**src/amp_comparator_pkg.sv**
```systemverilog
/*
  Constants shared by the amplifier/comparator control block: register
  indices and byte addresses, field positions, reset values and mode codes.
  Assumes a 32-bit APB bus where each register takes one aligned word.
*/
package amp_comparator_pkg;

  // ----------------------------------------------------------------
  // Register map
  // ----------------------------------------------------------------
  // Printed offsets are indices; the byte address is four times each
  localparam logic [7:0]  PIN_SELECT_INDEX = 8'hF6;
  localparam logic [7:0]  CONTROL0_INDEX   = 8'hFE;
  localparam logic [7:0]  CONTROL1_INDEX   = 8'hFF;
  localparam logic [11:0] PIN_SELECT_ADDR  = {2'h0, PIN_SELECT_INDEX, 2'h0};
  localparam logic [11:0] CONTROL0_ADDR    = {2'h0, CONTROL0_INDEX, 2'h0};
  localparam logic [11:0] CONTROL1_ADDR    = {2'h0, CONTROL1_INDEX, 2'h0};
  localparam int          ADDR_W_MIN       = 12;

  // ----------------------------------------------------------------
  // Field positions and reset values
  // ----------------------------------------------------------------
  // Pin-select nibble of unit u starts at bit NIBBLE_W*(1-u)
  localparam int          NIBBLE_W       = 4;
  localparam int          AMP_BIT        = 3;
  localparam int          COMP_BIT       = 2;
  localparam int          INT_REF_BIT    = 1;
  localparam int          EXT_PIN_BIT    = 0;
  // Comparator control register
  localparam int          HYS_BIT        = 7;
  localparam int          RESULT_BIT     = 6;
  localparam int          EDGE_MODE_LSB  = 4;
  localparam int          FLAG_BIT       = 3;
  localparam int          ROUTE_BIT      = 0;
  localparam logic [7:0]  PIN_SELECT_RST = 8'h00;
  localparam logic [1:0]  EDGE_MODE_RST  = 2'h0;

  // ----------------------------------------------------------------
  // Enumerations
  // ----------------------------------------------------------------
  typedef enum logic [1:0] {
    MODE_GPIO = 2'b00,
    MODE_COMP = 2'b01,
    MODE_AMP  = 2'b10
  } unit_mode_e;

  typedef enum logic [1:0] {
    EDGE_TOGGLE   = 2'b00,
    EDGE_RISE     = 2'b01,
    EDGE_FALL     = 2'b10,
    EDGE_RESERVED = 2'b11
  } edge_mode_e;

  typedef enum logic [1:0] {
    SEL_PIN   = 2'b00,
    SEL_CTRL0 = 2'b01,
    SEL_CTRL1 = 2'b10,
    SEL_NONE  = 2'b11
  } reg_sel_e;

endpackage

```
**src/amp_comparator_control.sv**
```systemverilog
/*
  Control logic for two amplifier/comparator units behind an APB slave.
  Assumes the analog circuits, the pin multiplexers and the converter input
  mux act on the level outputs below, and that comp_raw comes straight from
  the analog comparators, asynchronous to sys_clk.
*/
// The APB interface to the registers was left to the implementer.
// What this block does
// - Amplifier wins when both unit enables set
// - Unit 0 enable takes its three pins analog
// - Unit 1 enable takes its three pins analog
// - Both enables clear: pins stay general purpose
// - Internal reference select picks the reference whenever the unit is enabled
// - External select alone picks the positive pin
// - Hysteresis bit switches hysteresis, resets off
// - Compare result bit is read only
// - Two-bit mode picks toggle, rise or fall
// - Flag sticks until software clears it
// - Unit 1 has its own edge mode
// - Route bit sends amplifier 0 to extra channel
// - All three registers reset to zero
module amp_comparator_control #(
  parameter int ADDR_W = 12
) (
  // Clock and reset
  input  wire logic              sys_clk,
  input  wire logic              rst_n,
  // APB slave
  input  wire logic              psel,
  input  wire logic              penable,
  input  wire logic              pwrite,
  input  wire logic [ADDR_W-1:0] paddr,
  input  wire logic [31:0]       pwdata,
  output logic      [31:0]       prdata,
  output logic                   pready,
  output logic                   pslverr,
  // Analog comparator results, one per unit
  input  wire logic [1:0]        comp_raw,
  // Analog controls, index is the unit number
  output logic      [1:0]        amp_on,
  output logic      [1:0]        comp_on,
  output logic      [1:0]        pins_analog,
  output logic      [1:0]        ref_internal,
  output logic      [1:0]        ref_external,
  output logic      [1:0]        hysteresis_on,
  output logic                   amp0_extra_converter_route
);

  // ----------------------------------------------------------------
  // Elaboration check
  // ----------------------------------------------------------------
  if (ADDR_W < amp_comparator_pkg::ADDR_W_MIN || ADDR_W > 32) begin : g_bad_addr_w
    $error("ADDR_W must lie between 12 and 32");
  end

  // ----------------------------------------------------------------
  // Functions
  // ----------------------------------------------------------------
  // Address decode, shared by read and write paths
  function automatic amp_comparator_pkg::reg_sel_e decode_reg(input logic [ADDR_W-1:0] addr);
    if (addr == ADDR_W'(amp_comparator_pkg::PIN_SELECT_ADDR)) begin
      decode_reg = amp_comparator_pkg::SEL_PIN;
    end else if (addr == ADDR_W'(amp_comparator_pkg::CONTROL0_ADDR)) begin
      decode_reg = amp_comparator_pkg::SEL_CTRL0;
    end else if (addr == ADDR_W'(amp_comparator_pkg::CONTROL1_ADDR)) begin
      decode_reg = amp_comparator_pkg::SEL_CTRL1;
    end else begin
      decode_reg = amp_comparator_pkg::SEL_NONE;
    end
  endfunction

  // Operating mode of one unit from its amplifier and comparator enables
  function automatic amp_comparator_pkg::unit_mode_e unit_mode(input logic amp, input logic comp);
    if (amp) begin
      unit_mode = amp_comparator_pkg::MODE_AMP;
    end else if (comp) begin
      unit_mode = amp_comparator_pkg::MODE_COMP;
    end else begin
      unit_mode = amp_comparator_pkg::MODE_GPIO;
    end
  endfunction

  // ----------------------------------------------------------------
  // State
  // ----------------------------------------------------------------
  logic [7:0]       pin_select_reg;
  logic [1:0]       edge_mode_reg [2];
  logic [1:0]       flag_reg;
  logic [1:0]       meta_reg;
  logic [1:0]       sync_reg;
  logic [1:0]       prev_reg;
  logic [1:0]       hw_event;
  logic [1:0]       sw_clear;
  logic [1:0]       wr_ctrl;
  logic [3:0]       nibble [2];
  logic [7:0]       ctrl_view [2];
  logic             setup_phase;
  logic             access_done;
  logic             wr_pin;
  amp_comparator_pkg::reg_sel_e sel;

  // ----------------------------------------------------------------
  // APB decode
  // ----------------------------------------------------------------
  // A write lands only at the edge that completes the access phase
  assign setup_phase = psel & ~penable;
  assign access_done = psel & penable & pready;
  assign sel         = decode_reg(paddr);
  assign wr_pin      = access_done & pwrite & (sel == amp_comparator_pkg::SEL_PIN);
  assign wr_ctrl[0]  = access_done & pwrite & (sel == amp_comparator_pkg::SEL_CTRL0);
  assign wr_ctrl[1]  = access_done & pwrite & (sel == amp_comparator_pkg::SEL_CTRL1);

  // ----------------------------------------------------------------
  // Per-unit combinational logic
  // ----------------------------------------------------------------
  for (genvar u = 0; u < 2; u++) begin : g_unit
    assign nibble[u] = pin_select_reg[amp_comparator_pkg::NIBBLE_W*(1-u) +: amp_comparator_pkg::NIBBLE_W];

    // Selected edge of the synchronised result, reserved code sets nothing
    always_comb begin
      case (edge_mode_reg[u])
        amp_comparator_pkg::EDGE_TOGGLE: hw_event[u] = sync_reg[u] ^ prev_reg[u];
        amp_comparator_pkg::EDGE_RISE:   hw_event[u] = sync_reg[u] & ~prev_reg[u];
        amp_comparator_pkg::EDGE_FALL:   hw_event[u] = ~sync_reg[u] & prev_reg[u];
        default:                         hw_event[u] = 1'b0;
      endcase
    end

    // Software clears by writing zero to the flag bit; writing one does nothing
    assign sw_clear[u] = wr_ctrl[u] & ~pwdata[amp_comparator_pkg::FLAG_BIT];

    // Read view; the result bit has no storage, so writes cannot touch it
    assign ctrl_view[u] = {hysteresis_on[u], sync_reg[u], edge_mode_reg[u], flag_reg[u], 2'h0,
                           (u == 0) ? amp0_extra_converter_route : 1'b0};
  end

  // ----------------------------------------------------------------
  // Pin-select register
  // ----------------------------------------------------------------
  // Software must keep legal source combinations; and
  always_ff @(posedge sys_clk or negedge rst_n) begin
    if (!rst_n) begin
      pin_select_reg <= amp_comparator_pkg::PIN_SELECT_RST;
    end else if (wr_pin) begin
      pin_select_reg <= pwdata[7:0];
    end
  end

  // ----------------------------------------------------------------
  // Comparator control registers
  // ----------------------------------------------------------------
  // Hysteresis, edge mode and route bits
  always_ff @(posedge sys_clk or negedge rst_n) begin
    if (!rst_n) begin
      hysteresis_on              <= 2'h0;
      edge_mode_reg[0]           <= amp_comparator_pkg::EDGE_MODE_RST;
      edge_mode_reg[1]           <= amp_comparator_pkg::EDGE_MODE_RST;
      amp0_extra_converter_route <= 1'b0;
    end else begin
      for (int u = 0; u < 2; u++) begin
        if (wr_ctrl[u]) begin
          hysteresis_on[u] <= pwdata[amp_comparator_pkg::HYS_BIT];
          edge_mode_reg[u] <= pwdata[amp_comparator_pkg::EDGE_MODE_LSB +: 2];
        end
      end
      if (wr_ctrl[0]) begin
        amp0_extra_converter_route <= pwdata[amp_comparator_pkg::ROUTE_BIT];
      end
    end
  end

  // Sticky flags; a set in the clearing cycle wins so no event is lost
  always_ff @(posedge sys_clk or negedge rst_n) begin
    if (!rst_n) begin
      flag_reg <= 2'h0;
    end else begin
      for (int u = 0; u < 2; u++) begin
        if (hw_event[u]) begin
          flag_reg[u] <= 1'b1;
        end else if (sw_clear[u]) begin
          flag_reg[u] <= 1'b0;
        end
      end
    end
  end

  // ----------------------------------------------------------------
  // Comparator result synchroniser
  // ----------------------------------------------------------------
  // Only sync_reg and later stages are read; meta_reg may be metastable
  always_ff @(posedge sys_clk or negedge rst_n) begin
    if (!rst_n) begin
      meta_reg <= 2'h0;
      sync_reg <= 2'h0;
      prev_reg <= 2'h0;
    end else begin
      meta_reg <= comp_raw;
      sync_reg <= meta_reg;
      prev_reg <= sync_reg;
    end
  end

  // ----------------------------------------------------------------
  // Analog control outputs
  // ----------------------------------------------------------------
  // Registered so the analog switches see clean levels, one cycle after the write
  always_ff @(posedge sys_clk or negedge rst_n) begin
    if (!rst_n) begin
      amp_on       <= 2'h0;
      comp_on      <= 2'h0;
      pins_analog  <= 2'h0;
      ref_internal <= 2'h0;
      ref_external <= 2'h0;
    end else begin
      for (int u = 0; u < 2; u++) begin
        amp_on[u]       <= unit_mode(nibble[u][amp_comparator_pkg::AMP_BIT],
                                     nibble[u][amp_comparator_pkg::COMP_BIT]) == amp_comparator_pkg::MODE_AMP;
        comp_on[u]      <= unit_mode(nibble[u][amp_comparator_pkg::AMP_BIT],
                                     nibble[u][amp_comparator_pkg::COMP_BIT]) == amp_comparator_pkg::MODE_COMP;
        pins_analog[u]  <= nibble[u][amp_comparator_pkg::AMP_BIT] | nibble[u][amp_comparator_pkg::COMP_BIT];
        // Internal reference overrides the pin select
        ref_internal[u] <= (nibble[u][amp_comparator_pkg::AMP_BIT] | nibble[u][amp_comparator_pkg::COMP_BIT])
                           & nibble[u][amp_comparator_pkg::INT_REF_BIT];
        ref_external[u] <= (nibble[u][amp_comparator_pkg::AMP_BIT] | nibble[u][amp_comparator_pkg::COMP_BIT])
                           & nibble[u][amp_comparator_pkg::EXT_PIN_BIT]
                           & ~nibble[u][amp_comparator_pkg::INT_REF_BIT];
      end
    end
  end

  // ----------------------------------------------------------------
  // APB answer
  // ----------------------------------------------------------------
  // One wait-free access phase: data and ready are prepared in the setup cycle
  always_ff @(posedge sys_clk or negedge rst_n) begin
    if (!rst_n) begin
      prdata  <= 32'h0;
      pready  <= 1'b0;
      pslverr <= 1'b0;
    end else begin
      pready  <= setup_phase;
      pslverr <= setup_phase & (sel == amp_comparator_pkg::SEL_NONE);
      if (setup_phase && !pwrite) begin
        if (sel == amp_comparator_pkg::SEL_PIN) begin
          prdata <= {24'h0, pin_select_reg};
        end else if (sel == amp_comparator_pkg::SEL_CTRL0) begin
          prdata <= {24'h0, ctrl_view[0]};
        end else if (sel == amp_comparator_pkg::SEL_CTRL1) begin
          prdata <= {24'h0, ctrl_view[1]};
        end else begin
          prdata <= 32'h0;
        end
      end else if (setup_phase) begin
        prdata <= 32'h0;
      end
    end
  end
endmodule

```
**config.mk**
```make
export PLATFORM = sky130hd
export DESIGN_NAME = amp_comparator_control
export DESIGN_NICKNAME = d
export VERILOG_FILES = /design/src/amp_comparator_pkg.sv /design/src/amp_comparator_control.sv
export SDC_FILE = /design/constraint.sdc
export NUM_CORES = 1
export LEC_CHECK = 0
export ABC_AREA = 1
export BUFFER_PORTS_ARGS = -buffer_cell sky130_fd_sc_hd__buf_2
export CAP_MARGIN = 20
export CORE_MARGIN = 2
export CORE_UTILIZATION = 25
export DETAILED_ROUTE_END_ITERATION = 10
export GPL_ROUTABILITY_DRIVEN = 1
export PLACE_DENSITY = 0.51
export SLEW_MARGIN = 30
export SYNTH_ARGS = -nofsm -noshare
export SYNTH_HDL_FRONTEND = slang
export SYNTH_SLANG_ARGS = --single-unit
```
**constraint.sdc**
```tcl
create_clock -name sys_clk -period 1.85 [get_ports sys_clk]
set_clock_uncertainty 0.2 [all_clocks]
set_input_delay 0.37 -clock sys_clk [delete_from_list [all_inputs] [get_ports sys_clk]]
set_output_delay 0.37 -clock sys_clk [all_outputs]
set_load 0.01 [all_outputs]
```
==> reports/qor.csv, run 1 <==
stage,metric,value,unit
outcome,status,"finished, final reports clean",
sta,final setup violation count,0,
finish,layout cells sized above 1,0.243,
power,Net Sw Frac,0.252,
grt,initial antenna violation count,0,
clocking,Bufs on Longest Clock Path,2,
logic_synthesis,Netlist cell types,27,
clocking,cts hold-fix bufs,3,
logic_synthesis,Yosys top cell area share,0.499,
sta,RSZ-0062 raised after global routing,no,
routing,Detail Route Antenna Nets,0,
logic_synthesis,synth cell count leaders,"nand2_1, dfrtp_1, inv_1",
logic_synthesis,"Seq/Total Area, Yosys",0.499,
critical_path,critical path arrival,1490,ps
routing,routed vias,1661,
power,Lkg Pwr,0.00138,uW
clocking,CTS H-Tree Depth,2,
routing,detailed-route wire length per cell,11.1,microns
finish,Filler cells,932,
logic_synthesis,Post-synth EDFFs,0,
grt,first-pass GRT wire length,7620,microns
critical_path,CP Class,input pin to flip-flop,
grt,vias in the first global route,1565,
finish,Multi-input gate area,798,sq um
power,Peak VDD IR,232,uV
critical_path,CP endpoint kind,flip-flop,
logic_synthesis,leading area contributor after synthesis,dfrtp_1,
critical_path,r2r setup slk,430,ps
die,Core Area,0.00830,sq mm
routing,Detailed Route Iter0 Violations,72,
sta,min Tclk post-route,1450,ps
logic_synthesis,main flop type after synthesis,dfrtp_1,
clocking,"Clk pin slew, worst setup/hold paths",80,ps
logic_synthesis,Seq cells post-synth,43,
critical_path,maximum fanout along the worst path,14,
place,Buffers on Ports,49,
logic_synthesis,Mapped Area,0.00215,sq mm
grt,grt ovf,0,
sta,Fin. Hold Viols,0,
clocking,clock sink count,43,
grt,GRT Util Overall,0.100,
clocking,Worst-Skew Late Latency,300,ps
finish,Reg area,0.00108,sq mm
hold_path,Hold Path Class,input pin to flip-flop,
logic_synthesis,syn avg cell area,8.52,sq um
die,Die H,96.8,microns
logic_synthesis,ranking of synthesized cells by area,"dfrtp_1, nand2_1, buf_4",
logic_synthesis,Post-Syn Instances,253,
die,Cell Rows,33,
power,Pwr Density,660,mW/mm^2
logic_synthesis,Async SR Flop Fraction,1.00,
clocking,cell at the root of the clock tree,clkbuf_8,
place,dpl hpwl,3650,microns
routing,drt first pass iters,4,
routing,final wirelength,4610,microns
sta,fin crit share,0.785,
die,die width,96.8,microns
clocking,setup bufs post-CTS,0,
sta,Setup TNS,0,ps
flow_run,Max-Cap Viols,0,
die,die area,0.00938,sq mm
sta,Max Fclk,689,MHz
routing,Post-route DRC,0,
die,Starting Density,0.260,
logic_synthesis,most frequent cell after synthesis,nand2_1,
finish,nets,363,
power,Reg power frac,0.566,
clocking,CTS tree,yes,
place,Final Wtd Congestion,0.804,
power,Comb power frac,0.084,
power,Int Pwr,1260,uW
sta,max-slew violations,0,
power,Clk pwr share,0.350,
critical_path,CP Data Required Time,1890,ps
die,# IOs,98,
finish,Antenna Cells,0,
place,Post-Place Worst Slack,46.4,ps
critical_path,CP Launch Type,input pin,
clocking,post-CTS resize count,0,
finish,Layout area overhead,18.4,%
routing,DR vias/cell,4.01,
sta,final worst setup slack,398,ps
grt,largest net degree at the start of global routing,44,
power,Net Switching,424,uW
logic_synthesis,Yosys warnings,0,
clocking,TritonCTS buffer count,5,
-- worst paths after layout --
check,start,cells after the start,to
worst max-delay path,paddr[1],8,nibble[2]
worst min-delay path,penable,2,pready
worst max register to register,pready,6,flag_reg[0]
worst min register to register,meta_reg[0],0,sync_reg[0]
max in group asynchronous,rst_n,3,prdata[0]
min in group asynchronous,rst_n,3,meta_reg[1]
-- metal layers --
layer  wire [microns]  global-route usage
met1             2200               0.135
met3              323              0.0354
met5                0                   0
met2             2050               0.154
met4               40              0.0260
-- cells in the final DEF (no fill, tap or decap) --
| cell type | n |
|---|---|
| dfrtp_1 | 43 |
| o21bai_1 | 1 |
| nor2_1 | 18 |
| buf_2 | 49 |
| dlygate4sd3_1 | 3 |
| a21oi_1 | 2 |
| nand4_1 | 9 |
| o211ai_1 | 1 |
| clkinvlp_4 | 1 |
| buf_4 | 3 |
| nor2_4 | 5 |
| buf_12 | 1 |
| o21ai_1 | 1 |
| clkinv_2 | 1 |
| clkbuf_8 | 5 |
| clkinv_1 | 1 |
| nand3_2 | 1 |
| clkbuf_1 | 1 |
| nand2_2 | 4 |
| nor2_2 | 1 |
| ha_1 | 4 |
| o21ai_0 | 13 |
| o21ai_2 | 2 |
| inv_2 | 2 |
| conb_1 | 24 |
| nor3_1 | 2 |
| a211oi_1 | 1 |
| a32oi_1 | 1 |
| nand3_1 | 16 |
| inv_1 | 35 |
| nand2_1 | 58 |
-- through the flow --
step / util / hold WS, ps / instances / total power [uW] / cell area, sq um
finish: 0.307 / 59.6 / 414 / 1680 / 2550
global route: 0.307 / 61.9 / 414 / 1770 / 2550
CTS: 0.307 / 57.4 / 414 / 1700 / 2550
detailed placement: 0.294 / 135 / 403 / 1110 / 2440
global placement: 0.294 / 136 / 403 / 1110 / 2440
floorplan: - / -126 / 276 / 1080 / 2240
-- power groups by stage --
stage | Clock [uW] | Sequential [uW] | Combinational, uW
global route | 651 | 955 | 162
global placement | 0 | 972 | 136
floorplan | 0 | 973 | 103
finish | 589 | 953 | 141
CTS | 604 | 954 | 144
detailed placement | 0 | 972 | 139
-- final cells by class --
cell class | instances | share of cell area
clock buffer | 6 | 0.0284
sequential | 43 | 0.422
multi-input combinational | 164 | 0.313
timing repair buffer | 56 | 0.125
inverter | 38 | 0.0559
clock inverter | 2 | 0.00490
tap | 105 | 0.0515
-- worst max-delay path, stage by stage --
cell and delay (ps):
buf_2 100, nor2_1 160, nand3_1 170, nor2_4 150
nand2_2 80, nor2_4 270, nand2_1 120, o21ai_2 70
-- cells by family (layout without fill, tap and decap cells) --
kind of cell               after synthesis  after routing  synth area share
other                                    1             24           0.00174
DFF                                     43             43             0.499
AOI/OAI and AO/OA                       22             22            0.0598
and+or+nand+nor                        114            114             0.246
adders and majority gates                4              4            0.0232
buffers and inverters                   69            102             0.170
Note: power is estimated with default switching activity, not from simulation.
==> run 2: changes to the inputs <==
--- a/config.mk
+++ b/config.mk
@@ -12,7 +12,7 @@
 export CORE_UTILIZATION = 25
 export DETAILED_ROUTE_END_ITERATION = 10
 export GPL_ROUTABILITY_DRIVEN = 1
-export PLACE_DENSITY = 0.51
+export PLACE_DENSITY = 0.53
 export SLEW_MARGIN = 30
 export SYNTH_ARGS = -nofsm -noshare
 export SYNTH_HDL_FRONTEND = slang
==> constraint.sdc (replaced) <==
create_clock -name sys_clk -period 1.3 [get_ports sys_clk]
set_clock_uncertainty 0.2 [all_clocks]
set_input_delay 0.26 -clock sys_clk [delete_from_list [all_inputs] [get_ports sys_clk]]
set_output_delay 0.26 -clock sys_clk [all_outputs]
set_load 0.01 [all_outputs]
==> reports/qor.csv, run 2 (synthesis gave the netlist of run 1 again) <==
stage,metric,value,unit,change
flow_run,Max-Cap Viols,0,,unchanged
routing,routed vias,1779,,was 1661
power,Reg power frac,0.535,,was 0.566
routing,Post-route DRC,0,,unchanged
critical_path,maximum fanout along the worst path,14,,unchanged
critical_path,CP Class,flip-flop to flip-flop,,was input pin to flip-flop
grt,vias in the first global route,1716,,was 1565
clocking,Worst-Skew Late Latency,290,ps,was 300 ps
power,Int Pwr,1940,uW,was 1260 uW
critical_path,r2r setup slk,-70,ps,was 430 ps
grt,initial antenna violation count,0,,unchanged
grt,largest net degree at the start of global routing,44,,unchanged
die,Die H,96.8,microns,unchanged
clocking,clock sink count,43,,unchanged
sta,fin crit share,1.06,,
clocking,TritonCTS buffer count,5,,unchanged
power,Pwr Density,874,mW/mm^2,was 660 mW/mm^2
finish,Filler cells,873,,was 932
power,Peak VDD IR,419,uV,was 232 uV
critical_path,critical path arrival,1390,ps,was 1490 ps
sta,final worst setup slack,-71.6,ps,was 398 ps
finish,Antenna Cells,0,,unchanged
clocking,CTS H-Tree Depth,2,,unchanged
finish,layout cells sized above 1,0.328,,was 0.243
die,# IOs,98,,unchanged
routing,Detailed Route Iter0 Violations,83,,was 72
die,Starting Density,0.260,,unchanged
clocking,cell at the root of the clock tree,clkbuf_8,,unchanged
routing,drt first pass iters,4,,unchanged
routing,detailed-route wire length per cell,11.1,microns,about the same
critical_path,CP Data Required Time,1320,ps,was 1890 ps
die,die area,0.00938,sq mm,unchanged
clocking,"Clk pin slew, worst setup/hold paths",80,ps,about the same
critical_path,CP endpoint kind,flip-flop,,unchanged
sta,min Tclk post-route,1370,ps,
power,Clk pwr share,0.363,,was 0.350
sta,RSZ-0062 raised after global routing,yes,,was no
finish,Non-Filler Instances,446,,was 414
critical_path,CP Launch Type,flip-flop,,was input pin
outcome,violated checks,setup timing,,
power,Lkg Pwr,0.00157,uW,was 0.00138 uW
routing,DR vias/cell,3.99,,was 4.01
sta,Fin. Hold Viols,0,,unchanged
clocking,Bufs on Longest Clock Path,2,,unchanged
finish,Layout area overhead,34.7,%,was 18.4%
die,Cell Rows,33,,unchanged
sta,max-slew violations,0,,unchanged
finish,"most common cell after layout, fill and taps aside",nand2_1,,unchanged
finish,most frequent cells in the layout,"nand2_1, buf_2, dfrtp_1",,unchanged
clocking,CTS tree,yes,,unchanged
grt,grt ovf,0,,unchanged
routing,final wirelength,4930,microns,was 4610 microns
power,Net Sw Frac,0.235,,was 0.252
grt,GRT Util Overall,0.105,,was 0.100
place,dpl hpwl,3760,microns,was 3650 microns
finish,Finished Core Util,0.350,,was 0.307
power,Net Switching,595,uW,was 424 uW
die,die width,96.8,microns,unchanged
sta,final setup violation count,14,,was 0
finish,nets,395,,was 363
grt,first-pass GRT wire length,8030,microns,was 7620 microns
place,placed insts,416,,was 403
place,Final Wtd Congestion,0.846,,was 0.804
sta,Max Fclk,729,MHz,
hold_path,Hold Path Class,input pin to flip-flop,,unchanged
place,Buffers on Ports,49,,unchanged
die,Core Area,0.00830,sq mm,unchanged
routing,Detail Route Antenna Nets,0,,unchanged
outcome,status,"finished, violations left",,"was finished, final reports clean"
sta,worst hold margin,4.98,ps,was 59.6 ps
power,Comb power frac,0.103,,was 0.084
==> run 2: changes by cell type in the layout (fill, tap and decap cells not counted), sizes merged <==
cell	change
clkinvlp	-1
dlygate4sd3	+4
clkbuf	+2
buf	+28
clkinv	-1
==> run 2: worst max-delay path, cell delays in order, from the launching register on <==
cell and delay [ps]:
dfrtp_1 340, nand4_1 180, buf_4 220, nor2_4 90, buf_12 140, nand2_1 50
o21ai_1 70
==> run 2: area by class of cell <==
cell class                 instances  area, sq um  share of cell area
tap                              105          131              0.0453
inverter                          38          155              0.0535
timing repair buffer              88          594               0.205
sequential                        43         1080               0.371
clock buffer                       8          100              0.0345
multi-input combinational        164          845               0.291
==> run 2: layer usage <==
metal	share of wire	vias up	GRT usage
met4	0.0059	0	0.0347
li1	-	909	-
met1	0.48	813	0.139
met2	0.46	53	0.166
met3	0.052	4	0.0311
met5	0	-	0
==> run 2: power by group through the flow <==
stage / Combinational [uW] / Sequential, uW / Clock (uW)
floorplan: 150 / 1380 / 0
global placement: 224 / 1380 / 0
detailed placement: 229 / 1380 / 0
CTS: 248 / 1360 / 950
global route: 296 / 1360 / 1010
finish: 261 / 1360 / 920
==> run 2: timing repair <==
item / in CTS / in global routing
endpoints found under the hold margin: 49 / 0
endpoints found under the setup margin: 16 / 32
hold buffers: 7 / 0
pin swaps: 1 / 5
setup buffers: 4 / 11
gates resized for setup: 3 / 14
==> run 2: per-stage QoR <==
stage          setup TNS, ps  worst slack, ps  instance area [sq um]  total power (uW)
5_1_grt                -1900             -130                   2900              2670
4_1_cts                 -739            -80.2                   2760              2550
2_1_floorplan           -886            -83.0                   2260              1530
6_report                -639            -71.6                   2900              2540
3_3_place_gp           -5980             -293                   2560              1610
3_5_place_dp           -6200             -307                   2560              1610
==> run 2: path summary, 6_finish.rpt <==
check / startpoint / to / depth (start not counted)
max: pready / nibble[6] / 6
min: pwdata[0] / nibble[0] / 3
max reg2reg: pready / nibble[6] / 6
min reg2reg: meta_reg[0] / sync_reg[0] / 0
max in group asynchronous: rst_n / ref_internal[0] / 3
min in group asynchronous: rst_n / amp_on[0] / 3
